<file path="config.mk">
export PLATFORM = sky130hd
export DESIGN_NAME = mcc_engine
export DESIGN_NICKNAME = d
export VERILOG_FILES = /design/src/rtl/mcc_pkg.sv /design/src/rtl/mcc_fold_if.sv /design/src/rtl/mcc_fold.sv /design/src/rtl/mcc_engine.sv
export SDC_FILE = /design/constraint.sdc
export NUM_CORES = 1
export LEC_CHECK = 0
export BUFFER_PORTS_ARGS = -buffer_cell sky130_fd_sc_hd__clkbuf_2
export CELL_PAD_IN_SITES_DETAIL_PLACEMENT = 0
export CELL_PAD_IN_SITES_GLOBAL_PLACEMENT = 1
export CORE_ASPECT_RATIO = 1.75
export CORE_MARGIN = 2
export CORE_UTILIZATION = 40
export CTS_BUF_LIST = sky130_fd_sc_hd__clkbuf_4 sky130_fd_sc_hd__clkbuf_8 sky130_fd_sc_hd__clkbuf_16
export DETAILED_ROUTE_END_ITERATION = 12
export PLACE_DENSITY_LB_ADDON = 0.1
export SLEW_MARGIN = 10
export SYNTH_ARGS = -nofsm -noshare
export SYNTH_HDL_FRONTEND = slang
export SYNTH_HIERARCHICAL = 1
export SYNTH_SLANG_ARGS = --single-unit
export TNS_END_PERCENT = 5
</file>
<file path="constraint.sdc">
create_clock -name I_CLK -period 61.5 [get_ports I_CLK]
set_input_delay 12.3 -clock I_CLK [delete_from_list [all_inputs] [get_ports I_CLK]]
set_output_delay 12.3 -clock I_CLK [all_outputs]
set_load 0.02 [all_outputs]
</file>
<file path="src/rtl/mcc_pkg.sv">
// Purpose: Shared constants and types for the multi-context checksum engine
// Assumes: One clock, asynchronous active-high reset
// Notes: Polynomial select codes keep the legacy two-bit encoding
`default_nettype none
package mcc_pkg;
  localparam int MCC_NCTX = 3;
  localparam int MCC_CTX_W = 2;
  localparam int MCC_SEL_LO = 28;
  localparam int MCC_SEL_HI = 29;
  localparam logic [31:0] MCC_CFG_RST = 32'h0000_0000;
  localparam logic [31:0] MCC_SEED_RST = 32'hFFFF_FFFF;
  localparam logic [31:0] MCC_POLY_P8 = 32'h0000_001D;
  localparam logic [31:0] MCC_POLY_P16 = 32'h0000_1021;
  localparam logic [31:0] MCC_POLY_P32 = 32'h04C1_1DB7;
  localparam logic [31:0] MCC_POLY_H2F = 32'h0000_002F;
  localparam logic [1:0] MCC_OP_CFG = 2'h1;
  localparam logic [1:0] MCC_OP_SEED = 2'h2;
  localparam logic [1:0] MCC_OP_DATA = 2'h3;

  typedef enum logic [1:0] {
    MCC_SEL_P8 = 2'h0,
    MCC_SEL_P16 = 2'h1,
    MCC_SEL_P32 = 2'h2,
    MCC_SEL_H2F = 2'h3
  } mcc_sel_e;

  typedef enum logic [1:0] {
    MCC_W8 = 2'h0,
    MCC_W16 = 2'h1,
    MCC_W32 = 2'h2
  } mcc_width_e;

  function automatic mcc_width_e mcc_width(input mcc_sel_e sel);
    case (sel)
      MCC_SEL_P16: mcc_width = MCC_W16;
      MCC_SEL_P32: mcc_width = MCC_W32;
      default: mcc_width = MCC_W8;
    endcase
  endfunction

  function automatic logic [31:0] mcc_poly(input mcc_sel_e sel);
    case (sel)
      MCC_SEL_P16: mcc_poly = MCC_POLY_P16;
      MCC_SEL_P32: mcc_poly = MCC_POLY_P32;
      MCC_SEL_H2F: mcc_poly = MCC_POLY_H2F;
      default: mcc_poly = MCC_POLY_P8;
    endcase
  endfunction

  function automatic logic [31:0] mcc_mask(input mcc_width_e w);
    case (w)
      MCC_W16: mcc_mask = 32'h0000_FFFF;
      MCC_W32: mcc_mask = 32'hFFFF_FFFF;
      default: mcc_mask = 32'h0000_00FF;
    endcase
  endfunction
endpackage
`default_nettype wire

</file>
<file path="src/rtl/mcc_fold_if.sv">
// Purpose: Carries one fold request and its result between engine modules
// Assumes: Purely combinational path
// Notes: None
`default_nettype none
interface mcc_fold_if;
  import mcc_pkg::*;
  logic [31:0] crc_in;
  logic [31:0] data;
  mcc_sel_e sel;
  logic [31:0] crc_out;
  modport req (output crc_in, output data, output sel, input crc_out);
  modport fold (input crc_in, input data, input sel, output crc_out);
endinterface
`default_nettype wire

</file>
<file path="src/rtl/mcc_fold.sv">
// Purpose: Folds one 32-bit data word into a checksum in one cycle
// Assumes: MSB-first, non-reflected serial division
// Notes: Width comes from the selected polynomial
`default_nettype none
module mcc_fold
  import mcc_pkg::*;
(
  mcc_fold_if.fold f // Fold request and result
);
  always_comb begin
    logic [31:0] c;
    logic [31:0] p;
    logic [31:0] m;
    logic [31:0] top;
    c = f.crc_in;
    p = mcc_poly(f.sel);
    m = mcc_mask(mcc_width(f.sel));
    top = (m >> 1) + 32'h0000_0001;
    // Data enters MSB first; 32 unrolled steps meet the one-cycle budget
    for (int i = 31; i >= 0; i--) begin
      if ((((c & top) != 32'h0) ^ f.data[i]) == 1'b1) begin
        c = ((c << 1) ^ p) & m;
      end else begin
        c = (c << 1) & m;
      end
    end
    f.crc_out = c;
  end
endmodule
`default_nettype wire

</file>
<file path="src/rtl/mcc_engine.sv">
// Purpose: Three-context checksum engine with per-context polynomial and seed
// Assumes: Writes come from a bus master or DMA as one-cycle strobes
// Notes: Results read back combinationally-free: all outputs are registered
//
// How it works
// - Three contexts, each own polynomial and seed.
// - Checksum width 8, 16 or 32 bits.
// - Single-cycle update into per-context result register.
// - Only data writes fold into the checksum; seed writes reload it.
// - Polynomial select lives in config bits 28:29.
// - Four standard polynomials supported.
// - Accepts writes from processor or DMA alike.
`default_nettype none
module mcc_engine
  import mcc_pkg::*;
(
  input wire logic I_CLK, // 200 MHz clock
  input wire logic I_RST, // Async reset, active high
  input wire logic I_WR, // Write strobe, one cycle
  input wire logic I_DMA, // Write comes from DMA
  input wire logic [1:0] I_OP, // Write target: cfg, seed or data
  input wire logic [1:0] I_CTX, // Context number 0..2
  input wire logic [31:0] I_WDATA, // Write data
  input wire logic [1:0] I_RD_CTX, // Context whose state is shown
  output logic [31:0] O_RESULT, // Checksum of shown context
  output logic [31:0] O_CFG, // Config of shown context
  output logic [31:0] O_SEED, // Seed of shown context
  output logic O_DONE, // Pulse after each data fold
  output logic O_ERR // Pulse on write to bad context or op
);
  logic [31:0] cfg_reg [MCC_NCTX];
  logic [31:0] seed_reg [MCC_NCTX];
  logic [31:0] crc_reg [MCC_NCTX];
  logic ctx_ok;
  mcc_sel_e sel_cur;

  mcc_fold_if fif ();

  assign ctx_ok = (I_CTX < MCC_CTX_W'(MCC_NCTX));
  assign sel_cur = mcc_sel_e'(cfg_reg[ctx_ok ? I_CTX : 2'h0][MCC_SEL_HI:MCC_SEL_LO]);
  assign fif.crc_in = crc_reg[ctx_ok ? I_CTX : 2'h0];
  assign fif.data = I_WDATA;
  assign fif.sel = sel_cur;

  mcc_fold u_fold (
    .f(fif)
  );

  // Config steers future folds and seed-write masking; running result is untouched
  always_ff @(posedge I_CLK or posedge I_RST) begin
    if (I_RST) begin
      for (int k = 0; k < MCC_NCTX; k++) begin
        cfg_reg[k] <= MCC_CFG_RST;
      end
    end else if (I_WR && ctx_ok && I_OP == MCC_OP_CFG) begin
      cfg_reg[I_CTX] <= I_WDATA;
    end
  end

  always_ff @(posedge I_CLK or posedge I_RST) begin
    if (I_RST) begin
      for (int k = 0; k < MCC_NCTX; k++) begin
        seed_reg[k] <= MCC_SEED_RST;
      end
    end else if (I_WR && ctx_ok && I_OP == MCC_OP_SEED) begin
      seed_reg[I_CTX] <= I_WDATA;
    end
  end

  // Seed is masked to the active width so stale upper bits never leak
  always_ff @(posedge I_CLK or posedge I_RST) begin
    if (I_RST) begin
      for (int k = 0; k < MCC_NCTX; k++) begin
        crc_reg[k] <= MCC_SEED_RST & mcc_mask(MCC_W8);
      end
    end else if (I_WR && ctx_ok) begin
      if (I_OP == MCC_OP_SEED) begin
        crc_reg[I_CTX] <= I_WDATA & mcc_mask(mcc_width(sel_cur));
      end else if (I_OP == MCC_OP_DATA) begin
        crc_reg[I_CTX] <= fif.crc_out;
      end
    end
  end

  // I_DMA does not alter behaviour: both sources are treated alike
  always_ff @(posedge I_CLK or posedge I_RST) begin
    if (I_RST) begin
      O_DONE <= 1'b0;
      O_ERR <= 1'b0;
    end else begin
      O_DONE <= I_WR && ctx_ok && I_OP == MCC_OP_DATA && (I_DMA || !I_DMA);
      O_ERR <= I_WR && (!ctx_ok || I_OP == 2'h0);
    end
  end

  // Readback one cycle late keeps outputs straight from flip-flops
  always_ff @(posedge I_CLK or posedge I_RST) begin
    if (I_RST) begin
      O_RESULT <= 32'h0000_0000;
      O_CFG <= 32'h0000_0000;
      O_SEED <= 32'h0000_0000;
    end else if (I_RD_CTX < MCC_CTX_W'(MCC_NCTX)) begin
      O_RESULT <= crc_reg[I_RD_CTX];
      O_CFG <= cfg_reg[I_RD_CTX];
      O_SEED <= seed_reg[I_RD_CTX];
    end else begin
      O_RESULT <= 32'h0000_0000;
      O_CFG <= 32'h0000_0000;
      O_SEED <= 32'h0000_0000;
    end
  end
endmodule
`default_nettype wire

</file>
# ---- After elaboration in Yosys (flattened, before gate mapping)
# Cells that the tools add are included.
dict set report classes {
  bitwise_logic 164
  order_cmp 6
  add_sub_neg 1
  n_mux 67
  n_eq_ne 10
  reduce_logical 43
}
# op n
set op_table {}
lappend op_table {{$and 32x32->32} 97}
lappend op_table {{$mux 32} 46}
lappend op_table {{$reduce_bool 32->1} 32}
lappend op_table {{$xor 32x32->32} 32}
lappend op_table {{$bwmux 96} 4}
lappend op_table {{$bmux 32 s2} 5}
lappend op_table {{$mux 96} 2}
lappend op_table {{$pmux 32 s2} 2}
lappend op_table {{$pmux 27 s3} 1}
lappend op_table {{$demux 32 s2} 1}
lappend op_table {{$mux 30} 2}
lappend op_table {{$add 31x1->32 const B} 1}
lappend op_table {{$xor 1x1->1} 32}
lappend op_table {{$eq 2x2->1 const B} 6}
lappend op_table {{$ge 3x3->1 const B} 3}
lappend op_table {{$not 2->3} 3}
lappend op_table {{$eq 2x1->1 const B} 4}
lappend op_table {{$logic_and 1x1->1} 6}
lappend op_table {{$mux 2} 3}
lappend op_table {{$lt 2x2->1 const B} 2}
lappend op_table {{$pmux 2 s2} 1}
lappend op_table {{$lt 3x1->1 const B} 1}
lappend op_table {{$logic_not 2->1} 1}
lappend op_table {{$reduce_and 2->1} 1}
lappend op_table {{other kinds (3)} 3}
dict set report totals {
  out_inout_bits 98
  reg_bits 386
  inputBits 42
  elab_cells 305
}

# ---- Longest topological paths before layout
# Gate-level depths: netlist of the first run.
dict set report logic_depth {
  depth_word 142
  ltp_mapped 123
}

# ---- Hierarchy
# Netlist of the first run, hierarchy kept.
# mod n_inst area_per_inst_um2 cells_each
set by_module_without_submodules {}
lappend by_module_without_submodules {mcc_engine 1 16844.9 1372}
lappend by_module_without_submodules {mcc_fold 1 16779.8 2556}

# ---- Worst setup path before layout of the first run
# Ideal clock, no wire load.
dict set report synth_timing {
  path_kind {input to register}
  from {in I_CTX[1]}
  to {reg crc_reg[11] (netlist name)}
  setup_slack_ps 21579
  arrival_time_ps 39788
  path_buffers 12
  cell_stages 111
  setup_ps 133
  cell_sequence {buf_2 > nand2b_2 > o22ai_1 > a31oi_1 > inv_1 > ha_1 > nor2b_1 > nor2_1 > nand3_1 > o211a_1 > a311o_1 > and2_1 > a2111oi_4 > mux2_2 > a2111oi_2 > nand4b_1 > or3_4 > and2_1 > (+75 left out) > buf_6 > a311o_1 > a211oi_2 > a21oi_1 > o31a_1 > nor3_1 > a211oi_1 > nor4b_4 > xnor2_2 > mux2_2 > a221oi_2 > o221a_1 > buf_6 > xnor3_1 > and3_1 > o21a_1 > a21oi_1 > o21ai_0}
}
dict set report synth_via {
  elab_chain_len 142
  word_cells_on_any_way 262
  cone_classes {add/sub: 1; order compare: 3; eq/ne: 7; mux: 53; bitwise: 163; reduce/logical: 35}
}
# element line
set synth_rtl {}
lappend synth_rtl {{from (decl)} mcc_engine.sv:22} ;# input wire logic [1:0] I_CTX,
lappend synth_rtl {{$lt 2x2->1} mcc_engine.sv:39} ;# assign ctx_ok = (I_CTX < MCC_CTX_W'(MCC_NCTX));
lappend synth_rtl {{$mux 2 *} mcc_engine.sv:40} ;# assign sel_cur = mcc_sel_e'(cfg_reg[ctx_ok ? I_CTX : 2'h0][MCC_SEL_HI:MCC_SEL_LO]);
lappend synth_rtl {{$not 2->3 *} mcc_engine.sv:40}
lappend synth_rtl {{$bmux 32 s2 *} mcc_engine.sv:40}
lappend synth_rtl {{$mux 30 * (2 in series)} mcc_engine.sv:40}
lappend synth_rtl {{named net fif.sel[1]} mcc_fold_if.sv:9} ;# mcc_sel_e sel;
lappend synth_rtl {{$eq 2x2->1 / $eq 2x1->1 (equally long branches)} {mcc_pkg.sv:34, mcc_pkg.sv:42}}
lappend synth_rtl {{$pmux 2 s2} mcc_pkg.sv:34} ;# case (sel)
lappend synth_rtl {{(+127 left out)} -}
lappend synth_rtl {{$and 32x32->32} mcc_fold.sv:21} ;# if ((((c & top) != 32'h0) ^ f.data[i]) == 1'b1) begin
lappend synth_rtl {{$reduce_bool 32->1} mcc_fold.sv:21}
lappend synth_rtl {{$xor 1x1->1} mcc_fold.sv:21}
lappend synth_rtl {{$mux 32 *} mcc_fold.sv:21}
lappend synth_rtl {{named net fif.crc_out[11]} mcc_fold_if.sv:10} ;# logic [31:0] crc_out;
lappend synth_rtl {{$bwmux 96 *} mcc_engine.sv:80} ;# crc_reg[I_CTX] <= fif.crc_out;
lappend synth_rtl {{$mux 96 *} mcc_engine.sv:79} ;# end else if (I_OP == MCC_OP_DATA) begin
lappend synth_rtl {{$mux 96 *} mcc_engine.sv:77} ;# if (I_OP == MCC_OP_SEED) begin
lappend synth_rtl {{to (signal, indexed assignment)} mcc_engine.sv:74} ;# crc_reg[k] <= MCC_SEED_RST & mcc_mask(MCC_W8);
lappend synth_rtl {{to (signal, indexed assignment)} mcc_engine.sv:78} ;# crc_reg[I_CTX] <= I_WDATA & mcc_mask(mcc_width(sel_cur));
lappend synth_rtl {{to (signal, indexed assignment)} mcc_engine.sv:80}
lappend synth_rtl {{to (decl)} mcc_engine.sv:33} ;# logic [31:0] crc_reg [MCC_NCTX];
# Mark *: on every way through the listed nets, which the timed path passes. The rest lies on a longest branch. The select of a mux whose other input is x is not followed.
# A chain may end at the register's enable or synchronous reset.

# ---- Worst setup path after layout of the first run
dict set report layout_timing {
  from {in I_CTX[1]}
  to {reg crc_reg[54] (netlist name)}
}
# Same word-level chain as after synthesis.

==> qor.yml, run 1 <==
placed_design:
  dp_cells: 4928
  placed_cell_area_mm2: 0.03517
  dpl.hpwl_mm: 97.66
  place.gp.congestion: 0.9155
  port-buffer-count: 138
status:
  status: "completed"
worst_setup_path:
  r2r_start: "cfg_reg[92]$_DFFE_PP0P_"
  startpoint_type: "input port"
  endpoint_kind: "flop"
  r2r_slack_ns: 22.51
  critPathKind: "in -> reg"
  cpMostUsedCell: "buf_4"
  r2r-end: "crc_reg[54]$_DFFE_PP0P_"
  cp_max_fo: 126
  worstPathArrival_ns: 51.86
  critical_path_required_ns: 62.02
  r2r_cells: 105
  slowest_stage: "a2111oi_1"
  slowest_delay_ns: 0.97
timing:
  rsz0062_at_grt: "false"
  finalSetupViolations: 0
  report.final.hold_viol_count: 0
  finalSetupTns_ns: 0
  min_period_ns: 51.34
  max_slew_margin_pct: 12.52
  drv_slew: 0
  fin_skew_ns: 0.02172
  tightest_slew_ns: 1.312
  period_share_pct: 83.47
  fmax_ghz: 0.01948
hold_path:
  hold_class: "reg -> reg"
  min_from: "cfg_reg[62]$_DFFE_PP0P_"
  min_to: "O_CFG[30]$_DFF_PP0_"
  hold_path_depth: 2
clock_tree:
  cts_tree: "done"
  hold_buffers: 0
  clockBufferDepth: 3
  cts.sinks: 386
  cts_root_buffer: "clkbuf_16"
  post-cts-setup-buffers: 0
  cts_buffers: 30
  clock_latency_ns: 0.60
  post_cts_resized: 0
  htreeDepth: 1
  path_clk_slew_ns: 0.07
cells_and_area:
  syn2layout_area_growth_pct: 7.889
  finalNetCount: 3987
  layout.area.seq_mm2: 0.009809
  stdcell_area_mm2: 0.03628
  drive_gt1_share_pct: 19.04
  layout_commonest_cell: "nand2_1"
  multi_input_area_mm2: 0.02230
  nFillCells: 8367
  fin_cells: 4986
  final_cell_mix: "435 x nand2_1, 340 x nor2_1, 280 x xnor2_1"
floorplanning:
  die_h_um: 387.5
  initial_core_util_pct: 40.41
  die-area_mm2: 0.08649
  fp-row-count: 140
  io_pins: 140
  die-width_um: 223.2
  core_area_mm2: 0.08320
routing:
  first_pass_iters: 5
  ant_nets: 0
  via_per_inst: 6.175
  routed_wl_mm: 136.5
  drc: 0
  vias: 30790
  drt_iter0_markers: 2343
  drt-wirelength-per-cell_um: 27.37
logic_synthesis:
  ys.flop_type: "dfrtp_1"
  syn_area_mm2: 0.03362
  synth_fp_nets: 4020
  async_flop_share_pct: 100.0
  yosysWarnings: 6
  yosysUniqueCellTypes: 138
  synthXorXnorAreaFrac_pct: 10.16
  synth_area_per_cell_um2: 8.560
  synthCells: 3928
  synth_compound_area_share_pct: 20.62
  synth_mux_area_share_pct: 13.54
  yosys_register_bits: 386
  synthSimpleGateAreaFrac_pct: 19.83
  synth_edf_count: 0
  yosysSeqAreaShare_pct: 29.17
  synth_top_family_by_area: "compound AO/OA/AOI/OAI gates"
  yosys.area_share.adder_pct: 1.861
global_routing:
  grt_pass1_wl_mm: 199.8
  grt_max_degree: 158
  grt_overflow: 0
  track_usage_pct: 30.69
  grt_pass1_vias: 29750
  antenna_found_initial: 2
flow_run:
  maxCapViolations: 0
[area by class of cell]
cell class / count / area share, %
multi-input cells: 3172 / 61.47
flip-flops and latches: 386 / 27.04
repair buffers: 236 / 4.032
well taps: 1065 / 3.673
clock buffers: 39 / 2.359
inverters: 69 / 0.7381
clock inverters: 17 / 0.6691
diodes: 2 / 0.01380
[worst max-delay path by stage]
stage	endpoint	cells past startpoint	from
after global placement	crc_reg[54]$_DFFE_PP0P_	106	I_CTX[1]
final	crc_reg[54]$_DFFE_PP0P_	106	I_CTX[1]
after global routing	crc_reg[22]$_DFFE_PP0P_	108	I_CTX[1]
after floorplan	crc_reg[11]$_DFFE_PP0P_	111	I_CTX[1]
after CTS	crc_reg[22]$_DFFE_PP0P_	107	I_CTX[1]
after detailed placement	crc_reg[22]$_DFFE_PP0P_	107	I_CTX[1]
[per-layer routing]
layer | routed length (um) | share of wire (%) | track usage (%) | vias up
li1 | - | - | - | 14190
met1 | 51980 | 38 | 34.34 | 15280
met2 | 69200 | 51 | 56.06 | 971
met3 | 4896 | 3.6 | 1.773 | 339
met4 | 10400 | 7.6 | 20.05 | 2
met5 | 14 | 0.010 | 0 | -
[Yosys cell counts, drive strengths merged (20+ instances only)]
cell,number,area share (%)
o211a,20,0.60
or3,30,0.59
o31ai,24,0.62
ha,50,1.9
nand3,95,1.5
dfstp,120,9.4
o211ai,43,1.0
o311ai,20,0.59
a21oi,215,3.3
mux2i,198,5.9
nor3,85,1.4
buf,119,2.0
nand2,438,4.9
o21ai,287,4.3
inv,66,0.74
nor4,42,0.98
clkbuf,181,2.0
a31oi,52,1.0
and3,39,0.73
nand4,43,0.80
a211oi,78,1.9
mux2,216,7.6
dfrtp,266,20
nor2b,42,0.78
xnor2,287,7.6
and2,56,1.0
a211o,24,0.63
xor2,58,1.5
nor2,345,3.9
[stage by stage]
step | utilization, % | worst slack [ns] | hold WS (ns)
floorplan | - | 21.58 | 0.4428
global placement | 42.27 | 10.18 | 0.4622
detailed placement | 42.27 | 10.11 | 0.4663
CTS | 43.59 | 10.72 | 0.4832
global route | 43.59 | 8.596 | 0.5139
finish | 43.60 | 10.16 | 0.4773
[kinds of logic (layout without fill, tap and decap cells)]
family | Yosys count | count (layout)
simple gates | 1340 | 1340
compound gates | 1008 | 1008
mux | 414 | 414
flops | 386 | 386
buf+inv | 370 | 361
xor+xnor | 360 | 360
fa+ha+maj | 50 | 50
other cells | 0 | 2
[critical path, delay by kind of cell]
| kind | cells | cell delay, ns |
|---|---|---|
| compound gates | 44 | 16.37 |
| xor+xnor | 8 | 3.36 |
| fa+ha+maj | 1 | 0.36 |
| buf+inv | 11 | 3.78 |
| mux | 11 | 4.40 |
| simple gates | 31 | 10.91 |
Power of run 1 is left out: the tool's default activity adds up to more than one toggle a clock period on the data nets, which glitch-free logic cannot reach.
==> inputs of run 2 (changes only) <==
--- a/config.mk
+++ b/config.mk
@@ -5,6 +5,7 @@
 export SDC_FILE = /design/constraint.sdc
 export NUM_CORES = 1
 export LEC_CHECK = 0
+export ABC_AREA = 1
 export BUFFER_PORTS_ARGS = -buffer_cell sky130_fd_sc_hd__clkbuf_2
 export CELL_PAD_IN_SITES_DETAIL_PLACEMENT = 0
 export CELL_PAD_IN_SITES_GLOBAL_PLACEMENT = 1
==> constraint.sdc (replaced) <==
create_clock -name I_CLK -period 48.7 [get_ports I_CLK]
set_input_delay 9.74 -clock I_CLK [delete_from_list [all_inputs] [get_ports I_CLK]]
set_output_delay 9.74 -clock I_CLK [all_outputs]
set_load 0.02 [all_outputs]
==> run 2 against run 1 <==
Register-to-register slack got worse by 7.3 ns. Non-clock buffer count fell by 49. First-iteration DRC count fell by 19%. Largest cell class unchanged.
==> qor.yml, run 2 <==
logic_synthesis:
  yosys-top-cells-area: "dfrtp_1 20%, nand2_1 14%, dfstp_2 9.7%"
  synth_fp_nets: 4505  # +12%
  synth_compound_area_share_pct: 9.453  # -11 points
  yosys_register_bits: 386  # unchanged
  async_flop_share_pct: 100.0  # unchanged
  synth_top_family_by_area: "simple AND/OR/NAND/NOR gates"
  synth_top_area_share_pct: 20.48  # +0.68 points
  yosys.area_share.adder_pct: 1.924  # +0.064 points
  synthXorXnorAreaFrac_pct: 6.939  # -3.2 points
  yosysMostFrequentCell: "nand2_1"
  ys.flop_type: "dfrtp_1"
  synthTopCellsByCount: "1182 x nand2_1, 479 x nand3_1, 356 x nor2_1, 354 x o21ai_0, 285 x inv_1"
  syn_area_mm2: 0.03251  # -3.3%
  synth_top_area_cell: "dfrtp_1"
  synth_mux_area_share_pct: 0  # -14 points
  synthCells: 4413  # +12%
  yosysSeqAreaShare_pct: 30.17  # +1.0 points
  yosysWarnings: 6  # unchanged
  synthSimpleGateAreaFrac_pct: 41.63  # +22 points
  synth_area_per_cell_um2: 7.367  # -14%
  yosysUniqueCellTypes: 72  # -48%
  synth_edf_count: 0  # unchanged
timing:
  period_share_pct: 89.01
  finalSetupViolations: 0  # unchanged
  finalSetupTns_ns: 0  # unchanged
  rsz0062_at_grt: "false"
  min_period_ns: 43.35
  layout_setup_ws_ns: 5.352  # -4.812 ns
  holdWs_ns: 0.4604  # -0.01688 ns
  tightest_slew_ns: 1.170  # -0.1417 ns
  report.final.hold_viol_count: 0  # unchanged
  fin_skew_ns: 0.01815  # -0.003567 ns
  max_slew_margin_pct: 21.73  # +9.2 points
  fmax_ghz: 0.02307
  drv_slew: 0  # unchanged
clock_tree:
  cts.sinks: 386  # unchanged
  hold_buffers: 0  # unchanged
  clock_latency_ns: 0.54  # -0.06 ns
  htreeDepth: 2  # +1
  clockBufferDepth: 3  # unchanged
  post_cts_resized: 0  # unchanged
  cts_buffers: 34  # +13%
  cts_root_buffer: "clkbuf_16"
  post-cts-setup-buffers: 0  # unchanged
  path_clk_slew_ns: 0.07  # about the same
  cts_tree: "done"
floorplanning:
  io_pins: 140  # unchanged
  initial_core_util_pct: 40.32  # -0.096 points
  fp-row-count: 138  # -1.4%
  die_h_um: 381.1  # -1.7%
  core_area_mm2: 0.08063  # -3.1%
  die-area_mm2: 0.08366  # -3.3%
  die-width_um: 219.5  # -1.6%
cells_and_area:
  drive_gt1_share_pct: 21.97  # +2.9 points
  syn2layout_area_growth_pct: 5.242
  stdcell_area_mm2: 0.03421  # -5.7%
  antenna_cells: 0  # -2
  finalNetCount: 4476  # +12%
  final_cell_mix: "1181 x nand2_1, 479 x nand3_1, 354 x o21ai_0"
  layout_commonest_cell: "nand2_1"
routing:
  first_pass_iters: 7  # +2
  vias: 28980  # -5.9%
  routed_wl_mm: 119.4  # -13%
  ant_nets: 0  # unchanged
  via_per_inst: 5.307  # -14%
  drc: 0  # unchanged
  drt-wirelength-per-cell_um: 21.87  # -20%
  drt_iter0_markers: 1893  # -19%
placed_design:
  port-buffer-count: 138  # unchanged
  dpl.hpwl_mm: 85.77  # -12%
  placed_cell_area_mm2: 0.03302  # -6.1%
  place.gp.congestion: 0.9181  # +0.28%
  dp_slack_ns: 4.897  # -5.213 ns
global_routing:
  track_usage_pct: 28.26  # -2.4 points
  antenna_found_initial: 1  # -1
  grt_overflow: 0  # unchanged
  grt_pass1_wl_mm: 179.0  # -10%
  grt_pass1_vias: 28490  # -4.2%
  grt_max_degree: 160  # +1.3%
status:
  status: "completed"
worst_setup_path:
  worstPathArrival_ns: 43.83  # -8.03 ns
  critPathKind: "in -> reg"
  slowest_delay_ns: 0.59  # -0.38 ns
  startpoint_type: "input port"
  cp_max_fo: 35  # -72%
  cpMostUsedCell: "nand2_2"
  critical_path_required_ns: 49.18  # -12.84 ns
  endpoint_kind: "flop"
  slowest_stage: "nor2_8"
flow_run:
  maxCapViolations: 0  # unchanged
hold_path:
  hold_class: "reg -> reg"
==> run 2: changes by cell type in the layout (fill, tap and decap cells not counted), moves of 137 or more <==
cell     change
xor2_1     +137
mux2i_1    -196
xnor2_1    -237
nand3_1    +387
inv_1      +221
nand2_1    +746
nand2_2    +195
mux2_2     -170
==> run 2: cells by family after synthesis <==
group,Yosys count
buffers and inverters,564
adder cells (fa/ha/maj),50
AO/OA/AOI/OAI,549
flip-flops,386
XOR/XNOR,246
AND/OR/NAND/NOR,2618
==> run 2: path summary, 6_finish.rpt <==
check | slack (ns) | startpoint | end | depth (start not counted)
setup / recovery | 5.35 | I_CTX[0] | crc_reg[55]$_DFFE_PP0P_ | 223
hold / removal | 0.46 | seed_reg[80]$_DFFE_PP1P_ | seed_reg[80]$_DFFE_PP1P_ | 2
setup reg to reg | 15.17 | cfg_reg[29]$_DFFE_PP0P_ | crc_reg[55]$_DFFE_PP0P_ | 214
hold reg to reg | 0.46 | seed_reg[80]$_DFFE_PP1P_ | seed_reg[80]$_DFFE_PP1P_ | 2
max in group asynchronous | 37.80 | I_RST | O_RESULT[6]$_DFF_PP0_ | 3
min in group asynchronous | 9.36 | I_RST | O_CFG[23]$_DFF_PP0_ | 2
==> run 2: worst max-delay path: cells and delay by family <==
kind / cells / cell delay (ns)
buffers and inverters: 10 / 2.18
AOI/OAI and AO/OA: 3 / 0.49
and+or+nand+nor: 209 / 30.95
adders and majority gates: 1 / 0.26
==> run 2: final cells by class <==
type / count / area [um^2]
Clock buffer: 54 / 1097
Timing Repair Buffer: 187 / 1086
Inverter: 312 / 1255
Clock inverter: 8 / 96.34
Sequential cell: 386 / 9809
Fill cell: 8542 / 46420
Multi-Input combinational cell: 3463 / 19560
Tap cell: 1050 / 1314
==> run 2: layer usage <==
| layer | vias up | track usage, % | share of wire, % | wire length, um |
|---|---|---|---|---|
| li1 | 14120 | - | - | - |
| met1 | 13850 | 31.46 | 38 | 45120 |
| met2 | 761 | 52.63 | 53 | 62980 |
| met3 | 241 | 1.780 | 3.3 | 3969 |
| met4 | 2 | 15.53 | 6.1 | 7341 |
| met5 | - | 0 | 0.011 | 13 |
==> run 2: metrics by stage <==
stage / util [%] / cells
global placement: 40.95 / 5398
finish: 42.43 / 5460
CTS: 42.43 / 5460
global route: 42.43 / 5460
detailed placement: 40.95 / 5398
floorplan: - / 4413
Power of run 2 is left out for the same reason.
